## config.mk

```make
export PLATFORM = sky130hd
export DESIGN_NAME = fbn_node
export DESIGN_NICKNAME = d
export VERILOG_FILES = /design/src/fbn_pkg.sv /design/src/fbn_wdog.sv /design/src/fbn_node.sv
export SDC_FILE = /design/constraint.sdc
export NUM_CORES = 1
export LEC_CHECK = 0
export ABC_CLOCK_PERIOD_IN_PS = 2550
export BUFFER_PORTS_ARGS = -buffer_cell sky130_fd_sc_hd__buf_2
export CAP_MARGIN = 5
export CORE_AREA = 2 2 150 152
export CTS_CLUSTER_DIAMETER = 30
export DETAILED_ROUTE_END_ITERATION = 10
export DIE_AREA = 0 0 152 154
export PLACE_DENSITY_LB_ADDON = 0.08
export SLEW_MARGIN = 20
export SYNTH_ARGS = -nofsm -noshare
export SYNTH_HDL_FRONTEND = slang
export SYNTH_SLANG_ARGS = --single-unit
```

## constraint.sdc

```tcl
create_clock -name CLK_SYS -period 2.55 [get_ports CLK_SYS]
set_input_delay 0.51 -clock CLK_SYS [delete_from_list [all_inputs] [get_ports CLK_SYS]]
set_output_delay 0.51 -clock CLK_SYS [all_outputs]
set_load 0.005 [all_outputs]
```

## src/fbn_pkg.sv

```systemverilog
/*
 * Shared constants of the fieldbus slave node configuration block: setting codes,
 * reset values, rate divisors and watchdog timing.
 * Assumes a 100 MHz system clock and settings presented as plain ports.
 */
// Summary of operation
// - The node acts only as a slave under one master, on a segment of at most 63 slaves.
// - Each node address on the segment is unique, so the master must not use ours.
// - Rate code 00, 01 and 02 give 125, 250 and 500 kbps, and 00 holds after reset.
// - Master and node must run at the same bit rate to talk at all.
// - The node address accepts 0 to 63 and defaults to 63.
// - Network control is off with code 00 and on with code 01, default 01.
// - The watchdog timeout is 0.00 to 99.99 s in 0.01 s steps, default 1.00 s.
// - A comm error applies action 00 trip to 04 decelerate-and-stop, default 01.
// - Master idle applies its own action from the same five codes, default 01.
// - Consumed-data instance is 20, 21 or 100, default 100.
// - Produced-data instance is 70, 71 or 101, default 101.
// - Pole setting 00 means Hz commands, even 02 to 38 means RPM commands.
// - A poll carries four 16-bit words each way and the reply is the acknowledgement.
package fbn_pkg;
	localparam logic [1:0] RATE_125K  = 2'h0;
	localparam logic [1:0] RATE_250K  = 2'h1;
	localparam logic [1:0] RATE_500K  = 2'h2;
	localparam logic [1:0] RATE_RESET = RATE_125K;
	// System clock cycles per network bit for each rate.
	localparam int CLK_HZ            = 100_000_000;
	localparam logic [9:0] BIT_125K  = 10'(CLK_HZ / 125_000);
	localparam logic [9:0] BIT_250K  = 10'(CLK_HZ / 250_000);
	localparam logic [9:0] BIT_500K  = 10'(CLK_HZ / 500_000);
	localparam logic [5:0] ADDR_MAX   = 6'h3F;
	localparam logic [5:0] ADDR_RESET = 6'h3F;
	localparam logic [6:0] MAX_SLAVES = 7'h3F;
	localparam logic [1:0] CTRL_OFF   = 2'h0;
	localparam logic [1:0] CTRL_ON    = 2'h1;
	localparam logic [1:0] CTRL_RESET = CTRL_ON;
	// Watchdog in hundredths of a second.
	localparam logic [13:0] WD_MAX     = 14'h270F;
	localparam logic [13:0] WD_RESET   = 14'h0064;
	localparam int WD_TICK_NS          = 10_000_000;
	localparam int CLK_NS              = 10;
	localparam int WD_TICK_CYCLES      = WD_TICK_NS / CLK_NS;
	localparam logic [2:0] ACT_TRIP       = 3'h0;
	localparam logic [2:0] ACT_DEC_TRIP   = 3'h1;
	localparam logic [2:0] ACT_HOLD       = 3'h2;
	localparam logic [2:0] ACT_COAST      = 3'h3;
	localparam logic [2:0] ACT_DEC_STOP   = 3'h4;
	localparam logic [2:0] ACT_RESET      = ACT_DEC_TRIP;
	localparam logic [7:0] OUT_INST_A     = 8'h14;
	localparam logic [7:0] OUT_INST_B     = 8'h15;
	localparam logic [7:0] OUT_INST_C     = 8'h64;
	localparam logic [7:0] IN_INST_A      = 8'h46;
	localparam logic [7:0] IN_INST_B      = 8'h47;
	localparam logic [7:0] IN_INST_C      = 8'h65;
	localparam logic [5:0] POLES_MAX      = 6'h26;
	localparam logic [5:0] POLES_RESET    = 6'h00;
	localparam int POLL_WORDS             = 4;
	localparam int WORD_BITS              = 16;
	// Node supervision states.
	typedef enum logic [2:0] {
		FBN_OFF   = 3'b001,
		FBN_RUN   = 3'b010,
		FBN_FAULT = 3'b100
	} fbn_state_e;
endpackage

```

## src/fbn_wdog.sv

```systemverilog
/*
 * Communication watchdog: counts 10 ms ticks since the last restart and flags expiry.
 * Assumes restart is a one-cycle pulse and timeout is held steady in hundredths of a second.
 */
`timescale 1ns/1ps
module fbn_wdog #(
	parameter int TICK_CYCLES = fbn_pkg::WD_TICK_CYCLES
) (
	input  wire logic        clk,
	input  wire logic        rst_n,
	input  wire logic        arm,
	input  wire logic        restart,
	input  wire logic [13:0] timeout,
	output logic             expired
);
	logic [23:0] tick_reg;
	logic [13:0] hund_reg;
	logic        tick;

	assign tick = (tick_reg == 24'(TICK_CYCLES - 1));

	// Prescaler for the 0.01 s step, restarted with the watchdog.
	always_ff @(posedge clk or negedge rst_n) begin
		if (!rst_n) begin
			tick_reg <= 24'h000000;
		end else if (restart || !arm || tick) begin
			tick_reg <= 24'h000000;
		end else begin
			tick_reg <= tick_reg + 24'h000001;
		end
	end

	// Hundredths elapsed since the last poll; saturates at the limit.
	always_ff @(posedge clk or negedge rst_n) begin
		if (!rst_n) begin
			hund_reg <= 14'h0000;
		end else if (restart || !arm) begin
			hund_reg <= 14'h0000;
		end else if (tick && hund_reg != 14'h3FFF) begin
			hund_reg <= hund_reg + 14'h0001;
		end
	end

	// Zero timeout disables expiry; expiry holds until restart or disarm.
	always_ff @(posedge clk or negedge rst_n) begin
		if (!rst_n) begin
			expired <= 1'b0;
		end else if (restart || !arm) begin
			expired <= 1'b0;
		end else if (timeout != 14'h0000 && hund_reg >= timeout) begin
			expired <= 1'b1;
		end
	end
endmodule

```

## src/fbn_node.sv

```systemverilog
/*
 * Slave node configuration and supervision: validates settings, picks bit timing,
 * runs the watchdog and chooses the drive action on comm error or master idle.
 * Assumes the protocol engine presents a received poll as a one-cycle strobe with
 * four consumed words, and all setting inputs synchronous to CLK_SYS.
 */
`timescale 1ns/1ps
module fbn_node #(
	parameter int WD_TICK_CYCLES = fbn_pkg::WD_TICK_CYCLES
) (
	input  wire logic        CLK_SYS,
	input  wire logic        RST_N,
	input  wire logic        CFG_LOAD,
	input  wire logic [1:0]  CFG_RATE,
	input  wire logic [5:0]  CFG_ADDR,
	input  wire logic [1:0]  CFG_CTRL_EN,
	input  wire logic [13:0] CFG_WD_TIMEOUT,
	input  wire logic [2:0]  CFG_ERR_ACT,
	input  wire logic [2:0]  CFG_IDLE_ACT,
	input  wire logic [7:0]  CFG_OUT_INST,
	input  wire logic [7:0]  CFG_IN_INST,
	input  wire logic [5:0]  CFG_POLES,
	input  wire logic [5:0]  MASTER_ADDR,
	input  wire logic        POLL_VALID,
	input  wire logic [5:0]  POLL_DEST,
	input  wire logic [63:0] POLL_DATA,
	input  wire logic        MASTER_IDLE,
	input  wire logic [63:0] PROD_DATA,
	input  wire logic        FAULT_CLEAR,
	output logic             CFG_REJECT,
	output logic [1:0]       RATE_CODE,
	output logic [9:0]       BIT_CYCLES,
	output logic [5:0]       NODE_ADDR,
	output logic             NET_CTRL_EN,
	output logic [13:0]      WD_TIMEOUT,
	output logic [7:0]       OUT_INST,
	output logic [7:0]       IN_INST,
	output logic [5:0]       POLES,
	output logic             SPEED_RPM,
	output logic             ADDR_CLASH,
	output logic [63:0]      CMD_DATA,
	output logic             CMD_VALID,
	output logic             RESP_VALID,
	output logic [63:0]      RESP_DATA,
	output logic             COMM_ERR,
	output logic             ACT_VALID,
	output logic [2:0]       ACT_CODE
);
	logic [2:0]        err_act_reg;
	logic [2:0]        idle_act_reg;
	logic              cfg_ok;
	logic              poll_ok;
	logic              wd_expired;

	fbn_pkg::fbn_state_e state_reg;
	fbn_pkg::fbn_state_e state_next;

	// Checks that an action code is one of the five defined.
	function automatic logic act_legal(input logic [2:0] a);
		act_legal = (a <= fbn_pkg::ACT_DEC_STOP);
	endfunction

	// Checks that a pole count is zero or even and within range.
	function automatic logic poles_legal(input logic [5:0] p);
		poles_legal = (p <= fbn_pkg::POLES_MAX) && !p[0];
	endfunction

	// Whole-set validation; an illegal field rejects the entire load.
	always_comb begin
		cfg_ok = (CFG_RATE <= fbn_pkg::RATE_500K)
			&& (CFG_ADDR <= fbn_pkg::ADDR_MAX)
			&& (CFG_CTRL_EN <= fbn_pkg::CTRL_ON)
			&& (CFG_WD_TIMEOUT <= fbn_pkg::WD_MAX)
			&& act_legal(CFG_ERR_ACT) && act_legal(CFG_IDLE_ACT)
			&& (CFG_OUT_INST == fbn_pkg::OUT_INST_A || CFG_OUT_INST == fbn_pkg::OUT_INST_B
				|| CFG_OUT_INST == fbn_pkg::OUT_INST_C)
			&& (CFG_IN_INST == fbn_pkg::IN_INST_A || CFG_IN_INST == fbn_pkg::IN_INST_B
				|| CFG_IN_INST == fbn_pkg::IN_INST_C)
			&& poles_legal(CFG_POLES);
	end

	// Settings register bank, loaded only when every field is legal.
	always_ff @(posedge CLK_SYS or negedge RST_N) begin
		if (!RST_N) begin
			RATE_CODE    <= fbn_pkg::RATE_RESET;
			NODE_ADDR    <= fbn_pkg::ADDR_RESET;
			NET_CTRL_EN  <= (fbn_pkg::CTRL_RESET == fbn_pkg::CTRL_ON);
			WD_TIMEOUT   <= fbn_pkg::WD_RESET;
			err_act_reg  <= fbn_pkg::ACT_RESET;
			idle_act_reg <= fbn_pkg::ACT_RESET;
			OUT_INST     <= fbn_pkg::OUT_INST_C;
			IN_INST      <= fbn_pkg::IN_INST_C;
			POLES        <= fbn_pkg::POLES_RESET;
		end else if (CFG_LOAD && cfg_ok) begin
			RATE_CODE    <= CFG_RATE;
			NODE_ADDR    <= CFG_ADDR;
			NET_CTRL_EN  <= (CFG_CTRL_EN == fbn_pkg::CTRL_ON);
			WD_TIMEOUT   <= CFG_WD_TIMEOUT;
			err_act_reg  <= CFG_ERR_ACT;
			idle_act_reg <= CFG_IDLE_ACT;
			OUT_INST     <= CFG_OUT_INST;
			IN_INST      <= CFG_IN_INST;
			POLES        <= CFG_POLES;
		end
	end

	// Reject flag pulses for one cycle on an illegal load.
	always_ff @(posedge CLK_SYS or negedge RST_N) begin
		if (!RST_N) begin
			CFG_REJECT <= 1'b0;
		end else begin
			CFG_REJECT <= CFG_LOAD && !cfg_ok;
		end
	end

	// Bit time for the selected rate; the master must be set alike.
	always_ff @(posedge CLK_SYS or negedge RST_N) begin
		if (!RST_N) begin
			BIT_CYCLES <= fbn_pkg::BIT_125K;
		end else begin
			unique case (RATE_CODE)
				fbn_pkg::RATE_250K: BIT_CYCLES <= fbn_pkg::BIT_250K;
				fbn_pkg::RATE_500K: BIT_CYCLES <= fbn_pkg::BIT_500K;
				default:            BIT_CYCLES <= fbn_pkg::BIT_125K;
			endcase
		end
	end

	// Speed units and address clash with the master.
	always_ff @(posedge CLK_SYS or negedge RST_N) begin
		if (!RST_N) begin
			SPEED_RPM  <= 1'b0;
			ADDR_CLASH <= 1'b0;
		end else begin
			SPEED_RPM  <= (POLES != 6'h00);
			ADDR_CLASH <= (MASTER_ADDR == NODE_ADDR);
		end
	end

	// A poll counts only when addressed to us and the addresses differ.
	assign poll_ok = POLL_VALID && (POLL_DEST == NODE_ADDR) && !ADDR_CLASH;

	// Poll exchange: capture four command words and answer with four status words.
	always_ff @(posedge CLK_SYS or negedge RST_N) begin
		if (!RST_N) begin
			CMD_DATA   <= 64'h0000000000000000;
			CMD_VALID  <= 1'b0;
			RESP_DATA  <= 64'h0000000000000000;
			RESP_VALID <= 1'b0;
		end else begin
			CMD_VALID  <= poll_ok && NET_CTRL_EN && (state_reg == fbn_pkg::FBN_RUN);
			RESP_VALID <= poll_ok;
			if (poll_ok) begin
				CMD_DATA  <= POLL_DATA;
				RESP_DATA <= PROD_DATA;
			end
		end
	end

	// Watchdog, armed while network control is enabled.
	fbn_wdog #(
		.TICK_CYCLES (WD_TICK_CYCLES)
	) fbn_wdog_inst (
		.clk     (CLK_SYS),
		.rst_n   (RST_N),
		.arm     (NET_CTRL_EN),
		.restart (poll_ok),
		.timeout (WD_TIMEOUT),
		.expired (wd_expired)
	);

	// Supervision: a fault holds until cleared or control is turned off; a clear loses while the watchdog expiry still stands.
	always_comb begin
		state_next = state_reg;
		unique case (state_reg)
			fbn_pkg::FBN_OFF: begin
				if (NET_CTRL_EN) begin
					state_next = fbn_pkg::FBN_RUN;
				end
			end
			fbn_pkg::FBN_RUN: begin
				if (!NET_CTRL_EN) begin
					state_next = fbn_pkg::FBN_OFF;
				end else if (wd_expired) begin
					state_next = fbn_pkg::FBN_FAULT;
				end
			end
			fbn_pkg::FBN_FAULT: begin
				if (!NET_CTRL_EN) begin
					state_next = fbn_pkg::FBN_OFF;
				end else if (FAULT_CLEAR && !wd_expired) begin
					state_next = fbn_pkg::FBN_RUN;
				end
			end
			default: state_next = fbn_pkg::FBN_OFF;
		endcase
	end

	// State register.
	always_ff @(posedge CLK_SYS or negedge RST_N) begin
		if (!RST_N) begin
			state_reg <= fbn_pkg::FBN_OFF;
		end else begin
			state_reg <= state_next;
		end
	end

	// Action output: comm error takes precedence over master idle.
	always_ff @(posedge CLK_SYS or negedge RST_N) begin
		if (!RST_N) begin
			COMM_ERR  <= 1'b0;
			ACT_VALID <= 1'b0;
			ACT_CODE  <= fbn_pkg::ACT_RESET;
		end else begin
			COMM_ERR <= (state_next == fbn_pkg::FBN_FAULT);
			if (state_next == fbn_pkg::FBN_FAULT) begin
				ACT_VALID <= 1'b1;
				ACT_CODE  <= err_act_reg;
			end else if (state_next == fbn_pkg::FBN_RUN && MASTER_IDLE) begin
				ACT_VALID <= 1'b1;
				ACT_CODE  <= idle_act_reg;
			end else begin
				ACT_VALID <= 1'b0;
			end
		end
	end
endmodule

```

==> qor.yml <==
run_status:
  outcome: "completed"
synth:
  ys_warn_count: 0
  ys_seq_area_share_pct: 59.8
  synth-seq-cells: 236
  async_flop_share_pct: 100
  synth_top_family_by_area: "multiplexers"
  synth_xor_area_share_pct: 3.27
  syn-cell-area_sq_mm: 0.00992
  synth-compound-area-share_pct: 3.90
  yosys.area_share.simple_pct: 10.2
  synthMuxAreaShare_pct: 17.6
  synth-main-ff-cell: "dfrtp_1"
  synth_cell_type_count: 56
  synth-edff-count: 0
  synth_fa_ha_area_share_pct: 2.40
  synthCells: 754
  avgSynthCellArea_sq_um: 13.2
global_route:
  grt_antenna_before_repair: 2
  grt_overflow_total: 0
  grt_pass1_vias: 7619
  grt_pass1_wl_microns: 39900
  track_usage_pct: 21.1
  grt_max_degree: 74
floorplan:
  num_rows: 54
  ios: 391
  dieArea_sq_mm: 0.0234
  die_x_microns: 152
  core_sq_mm: 0.0217
  die_h_microns: 154
  start_util_pct: 45.7
pwr:
  irDropWorstVdd_uv: 774
  leakagePower_nw: 7.25
  p_sw_share_pct: 21.8
  finalPower_mw: 11.2
  clkPwrFrac_pct: 55.0
  p_int_mw: 8.72
  power.switching_mw: 2.43
  powerDensity_mw_per_mm2: 799
  pwr-share-comb_pct: 7.8
  p_seq_share_pct: 37.2
routing:
  drtAntennaViolNets: 0
  vias: 7372
  wirelength_microns: 24900
  drc: 0
  routed_via_density: 4.92
  wire_per_inst_microns: 16.6
  drt_iter0_markers: 321
  dr.pass1.iters: 4
place:
  post-place-ws_ps: -0.795
  placed_area_sq_mm: 0.0123
  dp_hpwl_microns: 18500
  gp_congestion: 0.822
  portBuffers: 387
flow_run:
  cap_violations: 0
clock_network:
  clock_latency_ps: 520
  clk_pin_slew_ps: 50
  cts_setup_buffers: 0
  cts.sinks: 236
  cts_tree: "done"
  root_buffer: "clkbuf_16"
  cts_made_buffers: 47
  clock_path_buffers: 3
  cts_max_level: 2
finish:
  nNetsFinal: 1398
  final_cell_area_sq_mm: 0.0140
  drive_gt1_share_pct: 55.8
  syn2layout_area_growth_pct: 40.8
  nFillCells: 1747
timing:
  max_freq_mhz: 441
  drv_slew: 0
  setup_slack_ps: 283
  relSlewSlack_pct: 59.2
  rsz0062_at_grt: "false"
  period_needed_ps: 2270
  setup_viol: 0
  finalClockSkew_ps: 17.7
  min_period_over_period_pct: 88.9
  tightest_slew_ps: 612
  hold_violations: 0
setup_path:
  cpPeakStageDelay_ps: 570
  crit_path_max_fanout: 8
  worst-path-buf-inv: 0
  critical_path.top_delay_family: "simple AND/OR/NAND/NOR gates"
  cp.arrival_ps: 2710
  cp-end-kind: "flip-flop"
  worstSetupPathType: "flip-flop to flip-flop"
  rr_worst_depth: 5
  r2r_slack_ps: 280
  cp_slowest_cell: "or4_4"
  cp_cell_sequence: "or4_4, nor4_4, nand4_4, or4_1, a21oi_1"
  worstSetupStartpointType: "flip-flop"
  worstPathRequired_ps: 2990
  cp_num_cells: 5
worst_hold_path:
  min_path_cells: 2
  hp-class: "primary input to flip-flop"
==> area by class of cell <==
type	count	area, sq um	area share [%]
Antenna cell	2	5.00	0.0358
Clock buffer	57	1280	9.20
Clock inverter	28	347	2.48
Inverter	28	105	0.753
Multi-Input combinational cell	459	3720	26.7
Sequential cell	236	5930	42.5
Tap cell	280	350	2.51
Timing Repair Buffer	409	2210	15.9
==> per-stage QoR <==
step	setup TNS, ps	instances	hold slack (ps)	utilization, %
global placement	-1380	1411	481	56.8
global route	0	1499	202	64.4
finish	0	1499	209	64.4
CTS	0	1497	190	64.4
floorplan	0	756	214	-
detailed placement	-0.991	1411	483	56.8
==> cells in the final DEF, fill, tap and decap left out, drive strengths merged, types with 6 or more instances in the layout <==
| cell type | synthesis | routed |
|---|---|---|
| a21oi | 12 | 12 |
| and3 | 8 | 8 |
| buf | 21 | 408 |
| bufinv | 0 | 6 |
| clkbuf | 12 | 57 |
| clkinv | 0 | 12 |
| clkinvlp | 0 | 9 |
| dfrtp | 213 | 213 |
| dfstp | 23 | 23 |
| ha | 19 | 19 |
| inv | 28 | 29 |
| mux2 | 152 | 152 |
| nand2 | 20 | 20 |
| nand3 | 34 | 34 |
| nand4 | 15 | 15 |
| nor2 | 38 | 38 |
| nor2b | 11 | 11 |
| nor3 | 10 | 10 |
| nor4 | 13 | 13 |
| o21ai | 29 | 29 |
| or3 | 6 | 6 |
| xnor2 | 19 | 19 |
| xor2 | 18 | 18 |
==> power groups by stage <==
stage / Sequential [mW] / Clock, mW / Combinational (mW)
floorplan: 4.24 / 0 / 0.267
global placement: 4.19 / 0 / 0.872
detailed placement: 4.20 / 0 / 0.888
CTS: 4.15 / 6.26 / 0.892
global route: 4.18 / 6.45 / 0.955
finish: 4.15 / 6.14 / 0.870
==> path summary, 6_finish.rpt <==
path / startpoint / endpoint
max: fbn_wdog_inst.tick_reg[11] / fbn_wdog_inst.hund_reg[11]
min: CFG_IN_INST[5] / IN_INST[1]
max reg2reg: fbn_wdog_inst.tick_reg[11] / fbn_wdog_inst.hund_reg[11]
min reg2reg: OUT_INST[3] / OUT_INST[3]
max in group asynchronous: RST_N / IN_INST[6]
min in group asynchronous: RST_N / IN_INST[7]
==> cells in the mapped netlist, drive strengths merged, types with 3 or more instances <==
| master | count | area share (%) |
|---|---|---|
| dfrtp | 213 | 54 |
| mux2 | 152 | 17 |
| nor2 | 38 | 1.4 |
| nand3 | 34 | 1.7 |
| o21ai | 29 | 1.5 |
| inv | 28 | 1.1 |
| dfstp | 23 | 6.1 |
| buf | 21 | 1.2 |
| nand2 | 20 | 0.76 |
| ha | 19 | 2.4 |
| xnor2 | 19 | 1.7 |
| xor2 | 18 | 1.6 |
| nand4 | 15 | 1.2 |
| nor4 | 13 | 1.0 |
| a21oi | 12 | 0.61 |
| clkbuf | 12 | 0.45 |
| nor2b | 11 | 0.69 |
| nor3 | 10 | 0.50 |
| and3 | 8 | 0.52 |
| or3 | 6 | 0.38 |
| o21a | 4 | 0.30 |
| or2 | 4 | 0.25 |
| or4 | 4 | 0.34 |
| a22oi | 3 | 0.23 |
| and2 | 3 | 0.19 |
| mux2i | 3 | 0.30 |
| nand2b | 3 | 0.19 |
| o22a | 3 | 0.27 |
==> logic make-up after synthesis <==
logic type | count (synthesis)
xor+xnor | 37
flops | 236
other cells | 1
simple gates | 181
compound gates | 64
fa+ha+maj | 19
mux | 155
buf+inv | 61
==> repair_timing <==
action	4_1_cts	5_1_grt
resized for setup	0	0
setup endpoints to repair	0	0
endpoints found under the hold margin	31	0
hold buffers	1	0
==> layer usage <==
metal / track usage (%) / up-vias / part of all wire, %
met5: 0 / - / 0
met4: 7.39 / 0 / 2.4
met3: 5.81 / 47 / 6.0
met2: 37.5 / 240 / 52
met1: 24.4 / 3547 / 39
li1: - / 3538 / -
Power figures use the tool's default switching activity.
